**src/spr_pkg.sv**
```systemverilog
// shared constants and carrier types for the pin and host-port configuration bank
package spr_pkg;

  // ----------------------------------------------------------------
  // register map (byte addresses)
  // ----------------------------------------------------------------
  localparam logic [7:0] PIN_CFG_OFS    = 8'h0C;
  localparam logic [7:0] HOST_CFG_OFS   = 8'h10;

  // ----------------------------------------------------------------
  // pin configuration fields: three bits per pin, from bit 0 upward
  // ----------------------------------------------------------------
  localparam int         PIN_FIELD_W    = 3;
  localparam int         PIN_FLAG_POS   = 0;
  localparam int         PIN_DRIVE_POS  = 1;
  localparam int         PIN_LEVEL_POS  = 2;
  localparam logic [2:0] FSEL_GP_IN     = 3'h0;
  localparam logic [2:0] FSEL_GP_OUT    = 3'h7;

  // ----------------------------------------------------------------
  // host port configuration fields and reset values
  // ----------------------------------------------------------------
  localparam int         ACK_DLY_LSB    = 8;
  localparam int         HW_ORDER_POS   = 2;
  localparam int         RW_OE_POS      = 1;
  localparam int         LOC_PRIO_POS   = 0;
  localparam logic [2:0] ACK_DLY_RST    = 3'h1;
  localparam logic       HW_ORDER_RST   = 1'h1;
  localparam logic       RW_OE_RST      = 1'h0;
  localparam logic       LOC_PRIO_RST   = 1'h0;
  localparam logic [2:0] ACK_DLY_FIRST  = 3'h3;

  // ----------------------------------------------------------------
  // timing: longest nominal release delay against the clock period
  // ----------------------------------------------------------------
  localparam int         CLK_PERIOD_NS  = 40;
  localparam int         ACK_MAX_NS     = 10;
  localparam int         ACK_HOLD_RAW   = (ACK_MAX_NS + CLK_PERIOD_NS - 1) / CLK_PERIOD_NS;
  localparam int         ACK_HOLD_CYC   = (ACK_HOLD_RAW < 1) ? 1 : ACK_HOLD_RAW;

  // ----------------------------------------------------------------
  // request carriers
  // ----------------------------------------------------------------
  typedef struct packed {
    logic        we;
    logic [7:0]  addr;     // addr[1] selects the halfword
    logic [15:0] wdata;
  } spr_host_req_t;

  typedef struct packed {
    logic        we;
    logic [7:0]  addr;
    logic [31:0] wdata;
  } spr_loc_req_t;

  typedef enum logic [2:0] {
    ACK_IDLE    = 3'h1,
    ACK_ASSERT  = 3'h2,
    ACK_RELEASE = 3'h4
  } spr_ack_state_t;

endpackage

```
**src/spr_regs.sv**
```systemverilog
// pin configuration and host port configuration register bank
`timescale 1ns/1ps

// Contract
// - each pin level bit reads the present pin level and ignores writes.
// - a pin set as general-purpose output drives its last written drive value.
// - a level change in either direction on a pin sets its change flag.
// - setting a change flag also sets the pin interrupt flag when that interrupt is enabled.
// - writing 1 clears a change flag until the next change, writing 0 leaves it alone.
// - reserved host port config bits ignore writes and read as zero.
// - the three-bit ack delay resets to 001, codes 000-010 add no delay, 011-111 add some.
// - with delay codes 011-111 the ack pin is driven inactive before its output driver is turned off; with 000-010 both happen together.
// - halfword order bit (reset 1) picks which quadlet half host address bit 1 reaches.
// - with the rw-as-oe bit set, the host rw pin serves as read data output enable.
// - with local priority set, the internal client wins a same-cycle collision.
// - with local priority clear, the host wins and sees no wait state.
// - writing 1 to a change flag also clears the matching pin interrupt flag.
// - function select 000 makes a pin an input and 111 an output from its drive bit.
module spr_regs
  import spr_pkg::*;
#(
  parameter int NPINS = 5
) (
  // clock and reset
  input  wire logic                  mclk,
  input  wire logic                  rst_b,
  // general-purpose pins
  input  wire logic [NPINS-1:0]      pin_in,
  output logic      [NPINS-1:0]      pin_out,
  output logic      [NPINS-1:0]      pin_oe_n,
  input  wire logic [NPINS-1:0][2:0] pin_function_select,
  // interrupt enables in, flags out
  input  wire logic [NPINS-1:0]      pin_int_enable,
  output logic      [NPINS-1:0]      pin_interrupt_flag,
  // host access port
  input  wire logic                  host_req,
  input  wire spr_host_req_t         host_cmd,
  output logic                       host_grant,
  output logic                       host_wait,
  output logic                       host_done,
  output logic      [15:0]           host_rdata,
  // host ack and data enable pins
  input  wire logic                  host_rw_pin,
  output logic                       host_ack_n,
  output logic                       host_ack_oe_n,
  output logic                       host_data_oe_n,
  // internal client port
  input  wire logic                  loc_req,
  input  wire spr_loc_req_t          loc_cmd,
  output logic                       loc_grant,
  output logic                       loc_done,
  output logic      [31:0]           loc_rdata
);

  // ----------------------------------------------------------------
  // parameter check
  // ----------------------------------------------------------------
  if (NPINS < 1 || NPINS * PIN_FIELD_W > 16) begin : g_bad_npins
    $error("NPINS must fit the lower halfword");
  end

  // ----------------------------------------------------------------
  // helpers
  // ----------------------------------------------------------------
  // true when the host halfword lands in bits 31:16
  function automatic logic upper_half(input logic addr1, input logic order);
    return addr1 ^ order;
  endfunction

  // ----------------------------------------------------------------
  // state
  // ----------------------------------------------------------------
  logic [NPINS-1:0] sync1, sync2, prev_lvl, change;
  logic [NPINS-1:0] drive_value, change_flag;
  logic [2:0]       ack_release_delay;
  logic             host_halfword_order, rw_pin_as_read_oe, local_priority;
  logic             rw_s1, rw_s2, rd_active;
  logic [31:0]      pin_cfg_q, host_cfg_q, rd_q;
  logic             sel_host, hi_lane, wr_pin, wr_host, lo_lane;
  logic [7:0]       acc_addr;
  logic [31:0]      wr_data;
  logic [3:0]       hold_cnt;
  spr_ack_state_t   ack_state, next_ack_state;

  // pin inputs and the host rw pin through two flops each
  always_ff @(posedge mclk or negedge rst_b) begin
    if (!rst_b) begin
      sync1    <= '0;
      sync2    <= '0;
      prev_lvl <= '0;
      rw_s1    <= 1'b0;
      rw_s2    <= 1'b0;
    end else begin
      sync1    <= pin_in;
      sync2    <= sync1;
      prev_lvl <= sync2;
      rw_s1    <= host_rw_pin;
      rw_s2    <= rw_s1;
    end
  end

  assign change = sync2 ^ prev_lvl;

  // ----------------------------------------------------------------
  // arbitration: one access per cycle, loser is held off
  // ----------------------------------------------------------------
  always_comb begin
    host_grant = host_req & (~loc_req | ~local_priority);
    loc_grant  = loc_req & ~host_grant;
    host_wait  = host_req & ~host_grant;
    sel_host   = host_grant;
    // halfword select is not part of the register address
    acc_addr   = {sel_host ? host_cmd.addr[7:2] : loc_cmd.addr[7:2], 2'b00};
    hi_lane    = upper_half(host_cmd.addr[1], host_halfword_order);
    // host writes touch one half only; the other half sees zeros
    if (sel_host) begin
      wr_data = hi_lane ? {host_cmd.wdata, 16'h0000} : {16'h0000, host_cmd.wdata};
      lo_lane = ~hi_lane;
    end else begin
      wr_data = loc_cmd.wdata;
      lo_lane = 1'b1;
    end
    wr_pin  = (host_grant & host_cmd.we | loc_grant & loc_cmd.we) & lo_lane
              & (acc_addr == PIN_CFG_OFS);
    wr_host = (host_grant & host_cmd.we | loc_grant & loc_cmd.we) & lo_lane
              & (acc_addr == HOST_CFG_OFS);
  end

  // ----------------------------------------------------------------
  // pin register fields
  // ----------------------------------------------------------------
  always_ff @(posedge mclk or negedge rst_b) begin
    if (!rst_b) begin
      drive_value        <= '0;
      change_flag        <= '0;
      pin_interrupt_flag <= '0;
    end else begin
      for (int i = 0; i < NPINS; i++) begin
        if (wr_pin) begin
          drive_value[i] <= wr_data[i*PIN_FIELD_W+PIN_DRIVE_POS];
        end
        // set beats clear when both land together
        change_flag[i] <= (change_flag[i] & ~(wr_pin & wr_data[i*PIN_FIELD_W+PIN_FLAG_POS]))
                          | change[i];
        pin_interrupt_flag[i] <= (pin_interrupt_flag[i]
                                  & ~(wr_pin & wr_data[i*PIN_FIELD_W+PIN_FLAG_POS]))
                                 | (change[i] & pin_int_enable[i]);
      end
    end
  end

  // pin drivers follow the function select
  always_comb begin
    for (int i = 0; i < NPINS; i++) begin
      pin_out[i]  = drive_value[i];
      pin_oe_n[i] = ~(pin_function_select[i] == FSEL_GP_OUT);
    end
  end

  // ----------------------------------------------------------------
  // host port configuration
  // ----------------------------------------------------------------
  always_ff @(posedge mclk or negedge rst_b) begin
    if (!rst_b) begin
      ack_release_delay   <= ACK_DLY_RST;
      host_halfword_order <= HW_ORDER_RST;
      rw_pin_as_read_oe   <= RW_OE_RST;
      local_priority      <= LOC_PRIO_RST;
    end else if (wr_host) begin
      ack_release_delay   <= wr_data[ACK_DLY_LSB +: 3];
      host_halfword_order <= wr_data[HW_ORDER_POS];
      rw_pin_as_read_oe   <= wr_data[RW_OE_POS];
      local_priority      <= wr_data[LOC_PRIO_POS];
    end
  end

  // ----------------------------------------------------------------
  // read path
  // ----------------------------------------------------------------
  always_comb begin
    pin_cfg_q = '0;
    for (int i = 0; i < NPINS; i++) begin
      pin_cfg_q[i*PIN_FIELD_W+PIN_LEVEL_POS] = sync2[i];
      pin_cfg_q[i*PIN_FIELD_W+PIN_DRIVE_POS] = drive_value[i];
      pin_cfg_q[i*PIN_FIELD_W+PIN_FLAG_POS]  = change_flag[i];
    end
    host_cfg_q = '0;
    host_cfg_q[ACK_DLY_LSB +: 3] = ack_release_delay;
    host_cfg_q[HW_ORDER_POS]     = host_halfword_order;
    host_cfg_q[RW_OE_POS]        = rw_pin_as_read_oe;
    host_cfg_q[LOC_PRIO_POS]     = local_priority;
    unique case (acc_addr)
      PIN_CFG_OFS:  rd_q = pin_cfg_q;
      HOST_CFG_OFS: rd_q = host_cfg_q;
      default:      rd_q = '0;   // unmapped reads as zero
    endcase
  end

  // answers one cycle after the grant
  always_ff @(posedge mclk or negedge rst_b) begin
    if (!rst_b) begin
      host_done  <= 1'b0;
      loc_done   <= 1'b0;
      host_rdata <= '0;
      loc_rdata  <= '0;
      rd_active  <= 1'b0;
    end else begin
      host_done <= host_grant;
      loc_done  <= loc_grant;
      if (host_grant) begin
        host_rdata <= hi_lane ? rd_q[31:16] : rd_q[15:0];
        rd_active  <= ~host_cmd.we;
      end else if (ack_state == ACK_IDLE) begin
        rd_active  <= 1'b0;
      end
      if (loc_grant) begin
        loc_rdata <= rd_q;
      end
    end
  end

  // read data enable: either the ack window or the host rw pin
  assign host_data_oe_n = rw_pin_as_read_oe ? ~(rd_active & rw_s2)
                                            : ~(rd_active & host_done);

  // ----------------------------------------------------------------
  // ack pin: assert, drive inactive for delay codes 011-111 only, then release the driver
  // ----------------------------------------------------------------
  always_comb begin
    next_ack_state = ack_state;
    unique case (ack_state)
      ACK_IDLE:    if (host_grant) next_ack_state = ACK_ASSERT;
      ACK_ASSERT:  next_ack_state = ACK_RELEASE;
      ACK_RELEASE: if (hold_cnt == 4'h0) next_ack_state = ACK_IDLE;
      default:     next_ack_state = ACK_IDLE;
    endcase
  end

  always_ff @(posedge mclk or negedge rst_b) begin
    if (!rst_b) begin
      ack_state <= ACK_IDLE;
      hold_cnt  <= 4'h0;
    end else begin
      ack_state <= next_ack_state;
      // sub-period delays still need a whole cycle of inactive drive
      if (ack_state == ACK_ASSERT) begin
        hold_cnt <= (ack_release_delay >= ACK_DLY_FIRST) ? 4'(ACK_HOLD_CYC - 1) : 4'h0;
      end else if (hold_cnt != 4'h0) begin
        hold_cnt <= hold_cnt - 4'h1;
      end
    end
  end

  assign host_ack_n    = ~(ack_state == ACK_ASSERT);
  assign host_ack_oe_n = ~((ack_state == ACK_ASSERT) |
                           (ack_state == ACK_RELEASE &&
                            ack_release_delay >= ACK_DLY_FIRST));
endmodule

```
**config.mk**
```make
export PLATFORM = sky130hd
export DESIGN_NAME = spr_regs
export DESIGN_NICKNAME = d
export VERILOG_FILES = /design/src/spr_pkg.sv /design/src/spr_regs.sv
export SDC_FILE = /design/constraint.sdc
export NUM_CORES = 1
export LEC_CHECK = 0
export ABC_AREA = 1
export CORE_AREA = 2 2 83 85
export CTS_CLUSTER_DIAMETER = 100
export DETAILED_ROUTE_END_ITERATION = 8
export DIE_AREA = 0 0 85 87
export DONT_BUFFER_PORTS = 1
export PLACE_DENSITY = 0.79
export SLEW_MARGIN = 30
export SYNTH_ARGS = -nofsm -noshare
export SYNTH_HDL_FRONTEND = slang
export SYNTH_SLANG_ARGS = --single-unit
```
**constraint.sdc**
```tcl
create_clock -name mclk -period 1.8 [get_ports mclk]
set_clock_uncertainty 0.15 [all_clocks]
set_input_delay 0.36 -clock mclk [delete_from_list [all_inputs] [get_ports mclk]]
set_output_delay 0.36 -clock mclk [all_outputs]
set_load 0.03 [all_outputs]
```
==> results of run 1 <==
## critical path, cell delays in order, from the launching register on
cell     delay (ns)
dfrtp_1        0.44
nand2_4        0.15
buf_6          0.13
nand4_1        0.12
nand2_1        0.13
nand2_2        0.09
nor2_4         0.20
buf_12         0.17
nand3_4        0.08
nand2_2        0.06
nand2_1        0.05
## power breakdown
part | switching, uW | internal [uW] | leakage (uW)
clock network | 713 | 531 | 0.0000903
registers | 99.6 | 1840 | 0.000979
logic | 370 | 204 | 0.000978
total | 1180 | 2580 | 0.00205
## repair_timing
action	in CTS	in global routing
hold endpoints to repair	90	78
pin swaps	4	17
cloned	0	2
endpoints found under the setup margin	51	57
setup buffers	3	9
resized for setup	21	41
## cells by family after synthesis
family | after synthesis | share of synthesized area [%]
other | 1 | 0.109
XOR/XNOR | 7 | 1.78
AND/OR/NAND/NOR | 202 | 25.5
AO/OA/AOI/OAI | 45 | 7.47
flip-flops | 78 | 56.7
buffers and inverters | 50 | 8.09
adder cells (fa/ha/maj) | 1 | 0.363
## registers in the layout (all words and copies together), names as in the netlist, 3 cells and up
register / flops
ack_release_delay: 3
ack_state: 3
change_flag: 5
hold_cnt: 4
host_rdata: 15
loc_rdata: 15
pin_interrupt_flag: 5
pin_out: 5
prev_lvl: 5
sync1: 5
sync2: 5
## worst paths after layout
path | slack [ns] | to | startpoint
max in group asynchronous | 1.75 | host_halfword_order | rst_b
max | -0.08 | pin_interrupt_flag[3] | local_priority
min in group mclk | 0.05 | pin_out[1] | host_cmd[4]
max reg2reg | -0.08 | pin_interrupt_flag[3] | local_priority
min reg2reg | 0.20 | sync2[3] | sync1[3]
min | -0.46 | hold_cnt[1] | rst_b
## final cells by class
class                   instances  area (sq um)  area share (%)
repair buffers                 44           400            9.58
clock inverters                 7          63.8            1.53
flip-flops and latches         78          1960            46.8
clock buffers                   9           124            2.96
inverters                      23          88.8            2.12
well taps                      80           100            2.39
multi-input cells             275          1450            34.6
## per-stage QoR
stage	utilization, %	setup TNS [ns]	hold WS (ns)	setup slack [ns]	area, sq um
2_1_floorplan	-	0	-0.0856	0.0375	3510
3_3_place_gp	54.7	-0.0713	-0.0844	-0.0103	3600
3_5_place_dp	54.7	-1.51	-0.0847	-0.0636	3600
4_1_cts	60.9	-0.0920	-0.483	-0.0491	4000
5_1_grt	63.7	-3.46	-0.488	-0.134	4180
6_report	63.7	-1.31	-0.460	-0.0809	4180
## routing by layer
metal  global-route usage (%)  wire [microns]  vias to the layer above
met4                     9.09              67                        0
met2                     36.3            4360                      111
met5                        0               0                        -
met1                     28.3            3420                     1354
met3                     5.50             532                        9
li1                         -               -                     1313
## layout by cell type, fill, tap and decap left out, types with 3 or more instances in the layout
master / count
dlygate4sd3_1: 12
nand3_2: 5
nand4_1: 16
o21ai_0: 5
conb_1: 18
clkbuf_8: 9
dfstp_2: 3
o21ai_1: 23
inv_2: 4
nand2_2: 15
nor2_1: 9
buf_6: 4
dfrtp_1: 75
nand2_1: 128
inv_1: 18
o21ai_2: 4
buf_4: 26
nand3_1: 12
xnor2_1: 6
nand2_4: 6
nand3_4: 3
a22oi_1: 7
==> summary.md, run 1 <==
| Metric | Value |
|---|---|
| Status | `finished, violations left` |
| Failing checks | `negative hold slack, negative setup slack` |
| GP Congestion | `0.907` |
| Most common cell in the netlist | `nand2_1` |
| Total die area | `7400 sq um` |
| Period utilization | `104%` |
| CTS Hold Bufs | `12` |
| PnR Total Power | `3760 uW` |
| DR iter-0 viols | `231` |
| Leakage | `0.00205 uW` |
| Fmax achieved | `532 MHz` |
| Worst Setup End Kind | `flip-flop` |
| DR WL/cell | `16.2 microns` |
| Max Slew Vio Count | `0` |
| Synthesis warning total | `0` |
| Hold WC Path Type | `in -> async` |
| Worst-path clk slew | `0.09 ns` |
| Vias | `2787` |
| Largest cells by area after synthesis | `dfrtp_1 54%, nand2_1 16%, buf_4 4.1%` |
| Share of cells above drive strength 1 | `22.5%` |
| Sequential-to-total area share from yosys stat | `56.7%` |
| Nets | `528` |
| FP Rows | `30` |
| CTS tree | `built` |
| #FFs+latches synth | `78` |
| Total gr overflow | `0` |
| Worst Path Required | `1.90 ns` |
| Crit Path Max Fanout | `7` |
| Placed insts | `474` |
| Core Region | `6570 sq um` |
| EDFF count, synth | `0` |
| Post-Synthesis Cells | `384` |
| RSZ-0062 raised after global routing | `yes` |
| Vias/cell | `5.40` |
| Die Wd | `85 microns` |
| Syn Area/Cell | `8.98 sq um` |
| H-tree depth | `3` |
| CP Launch Type | `flip-flop` |
| Largest net degree at the start of global routing | `79` |
| PD cells | `899 nW/um^2` |
| Remaining DRCs | `0` |
| Initial DRT Pass Iterations | `4` |
| Fillcell total | `516` |
| Ys async rst share | `100%` |
| Kind of critical path | `reg -> reg` |
| Post-synth top flop | `dfrtp_1` |
| Hold Fails Final Rpt | `78` |
| Post-synth top area share | `54.4%` |
| Starting Density | `52.5%` |
| Antenna diodes | `0` |
| GR Util All Layers | `22.1%` |
| Worst vdd ir | `718 uV` |
| Final worst setup slack | `-0.0809 ns` |
| DP HPWL | `5.57 mm` |
| Max_cap viols | `0` |
| Num CTS Buffers | `9` |
| PortBufs | `0` |
| Min Tclk post-route | `1.88 ns` |
| Initial antenna violation count | `0` |
| First-pass GRT wire length | `12.6 mm` |
| Synth area leader | `dfrtp_1` |
| Sink Count | `78` |
| Post-route insts no fill | `516` |
| Data arrival, critical path | `1.98 ns` |
| Area Overhead vs Synth | `21.2%` |
| IO Pins | `167` |
| List of most frequent post-synthesis cells | `143 x nand2_1, 75 x dfrtp_1, 21 x inv_1, 21 x o21ai_0, 19 x buf_4` |
| Yosys cell types | `31` |
| CTS Root Cell | `clkbuf_8` |
| Remaining antenna violation count | `0` |
| Mapped Area | `3450 sq um` |
| CTS Buffer Depth | `2` |
| Worst Reg-to-Reg Cells | `10` |
| Worst hold slack | `-0.460 ns` |
| Vias in the first global route | `2572` |
| Detailed Route WL | `8.38 mm` |
| Clock latency on the worst-skew pair | `0.36 ns` |
| Final setup viols | `34` |
| DIE HEIGHT | `87 microns` |
No activity file was read; power rests on OpenSTA's default activity.
==> inputs of run 2 (changes only) <==
--- a/config.mk
+++ b/config.mk
@@ -6,12 +6,14 @@
 export NUM_CORES = 1
 export LEC_CHECK = 0
 export ABC_AREA = 1
-export CORE_AREA = 2 2 83 85
+export CELL_PAD_IN_SITES_DETAIL_PLACEMENT = 1
+export CELL_PAD_IN_SITES_GLOBAL_PLACEMENT = 2
+export CORE_AREA = 2 2 103 105
 export CTS_CLUSTER_DIAMETER = 100
 export DETAILED_ROUTE_END_ITERATION = 8
-export DIE_AREA = 0 0 85 87
+export DIE_AREA = 0 0 105 107
 export DONT_BUFFER_PORTS = 1
-export PLACE_DENSITY = 0.79
+export PLACE_DENSITY_LB_ADDON = 0.1
 export SLEW_MARGIN = 30
 export SYNTH_ARGS = -nofsm -noshare
 export SYNTH_HDL_FRONTEND = slang
==> run 2 against run 1 <==
Net effect: the flow still finishes with violations (negative hold slack, negative setup slack); global-route usage fell by 4.6 points; clock power rose by 11%; core utilization fell by 20 points; cell count rose by 13%; critical path depth fell by 4; final area rose by 5.9%; via count fell by 0.83%; sequential power barely moved; hold slack got worse by 0.00060 ns; routed wire length rose by 12%; register-to-register slack improved by 0.07 ns; combinational power rose by 25%.
==> summary.md, run 2 (same netlist as run 1, synthesis figures left out) <==
| Metric | Value |
|---|---|
| Status | `finished, violations left` |
| Failing checks | `negative hold slack, negative setup slack` |
| First-pass GRT wire length | `15.1 mm` |
| DP HPWL | `6.57 mm` |
| PortBufs | `0` |
| Final setup TNS | `-0.119 ns` |
| Fillcell total | `1214` |
| Largest net degree at the start of global routing | `79` |
| Hold Fails Final Rpt | `78` |
| Max Slew Vio Count | `0` |
| Num CTS Buffers | `9` |
| Largest regs | `host_rdata (15), loc_rdata (15)` |
| Final worst setup slack | `-0.0576 ns` |
| Sink Count | `78` |
| CTS tree | `built` |
| Max_cap viols | `0` |
| IO Pins | `167` |
| GP Congestion | `0.726` |
| Vias | `2764` |
| Die Wd | `105 microns` |
| DIE HEIGHT | `107 microns` |
| Vias/cell | `4.72` |
| CP Launch Type | `flip-flop` |
| Worst vdd ir | `324 uV` |
| RSZ-0062 raised after global routing | `yes` |
| Slowest cell delay on critical path | `0.41 ns` |
| Final instance area | `4430 sq um` |
| Fmax achieved | `538 MHz` |
| Leakage | `0.00214 uW` |
| Starting Density | `34.2%` |
| Most common cell after layout, fill and taps aside | `nand2_1` |
| Total gr overflow | `0` |
| GR Util All Layers | `17.5%` |
| Area Overhead vs Synth | `28.4%` |
| Antenna diodes | `0` |
| Initial DRT Pass Iterations | `4` |
| Commonest cells after routing, fill and taps aside | `131 x nand2_1, 73 x dfrtp_1, 33 x buf_4, 23 x o21ai_1, 18 x conb_1` |
| Initial antenna violation count | `0` |
| Nets | `541` |
| CTS Hold Bufs | `12` |
| Clock latency on the worst-skew pair | `0.36 ns` |
| Remaining antenna violation count | `0` |
| Area after DPL | `3740 sq um` |
| Worst Setup End Kind | `output pin` |
| Period utilization | `103%` |
| CP Cell Sequence | `nand2_2 -> nand2_4 -> buf_6 -> nand2_4 -> inv_4 -> buf_12` |
| CTS Root Cell | `clkbuf_8` |
| PnR Total Power | `4040 uW` |
| Crit Path Max Fanout | `8` |
| Place WS | `-0.0926 ns` |
| Hold WC Path Type | `in -> async` |
| Vias in the first global route | `2854` |
| Share of cells above drive strength 1 | `25.6%` |
| H-tree depth | `3` |
| Area of the multi-input gates | `1410 sq um` |
| Kind of critical path | `reg -> out` |
| Detailed Route WL | `9.35 mm` |
| PD cells | `912 nW/um^2` |
| Worst-path clk slew | `0.08 ns` |
| Min Tclk post-route | `1.86 ns` |
| Worst Path Required | `1.29 ns` |
| Remaining DRCs | `0` |
| CTS Buffer Depth | `2` |
| Data arrival, critical path | `1.35 ns` |
| R2r setup slk | `-0.01 ns` |
| Worst hold slack | `-0.460 ns` |
| DR WL/cell | `16.0 microns` |
| Most common cell on crit path | `nand2_4` |
| Final setup viols | `4` |
| Core Region | `10100 sq um` |
| Reg area | `1960 sq um` |
| DR iter-0 viols | `134` |
| Total die area | `11200 sq um` |
| FP Rows | `37` |
| CP max-delay cell | `dfrtp_1` |
==> run 2: cell count changes in the layout (fill, tap and decap cells not counted), sizes merged <==
cell	before	now
buf	32	47
inv	27	25
bufinv	0	1
clkbuf	9	10
clkinv	1	2
clkinvlp	2	1
nand2	150	149
nand3	20	19
==> run 2: worst paths after layout <==
kind / startpoint / endpoint / depth (start not counted)
worst min-delay path: rst_b / hold_cnt[0] / 0
worst min register to register: sync1[4] / sync2[4] / 0
worst max-delay path: local_priority / loc_grant / 6
worst max register to register: local_priority / host_rdata[13] / 12
min in group mclk: host_cmd[13] / pin_out[4] / 2
max in group asynchronous: rst_b / host_halfword_order / 0
==> run 2: final cells by class <==
cell class	instances	share of cell area (%)
clock inverters	6	1.55
clock buffers	10	3.11
well taps	136	3.84
inverters	23	2.34
repair buffers	59	13.1
multi-input cells	273	31.8
flip-flops and latches	78	44.2
==> run 2: through the flow <==
| step | hold WS [ns] | instances | utilization (%) |
|---|---|---|---|
| 3_3_place_gp | -0.0827 | 537 | 37.1 |
| 4_1_cts | -0.485 | 579 | 42.6 |
| 6_report | -0.460 | 585 | 43.9 |
| 5_1_grt | -0.493 | 585 | 43.9 |
| 2_1_floorplan | -0.0856 | 401 | - |
| 3_5_place_dp | -0.0833 | 537 | 37.1 |
==> run 2: critical path: cells and delay by family (launching register included) <==
family,cells,cell delay (ns)
buffers and inverters,3,0.31
AND/OR/NAND/NOR,3,0.26
flip-flops,1,0.41
==> run 2: per-layer routing <==
metal,vias to the layer above,track usage (%),share of wire (%)
li1,1326,-,-
met1,1331,22.6,43
met2,97,27.9,48
met3,10,5.59,7.0
met4,0,6.00,1.4
met5,-,0,0
==> run 2: report_power, final <==
group	switching, uW	leakage (uW)	total [uW]	internal, uW
logic	398	0.00106	715	317
registers	102	0.000976	1940	1840
clock network	692	0.000103	1380	688
==> run 2: repair_timing <==
| item | in CTS | in global routing |
|---|---|---|
| setup endpoints to repair | 24 | 57 |
| pin swaps | 9 | 15 |
| resized for setup | 38 | 36 |
| setup buffers | 14 | 7 |
| endpoints found under the hold margin | 90 | 78 |
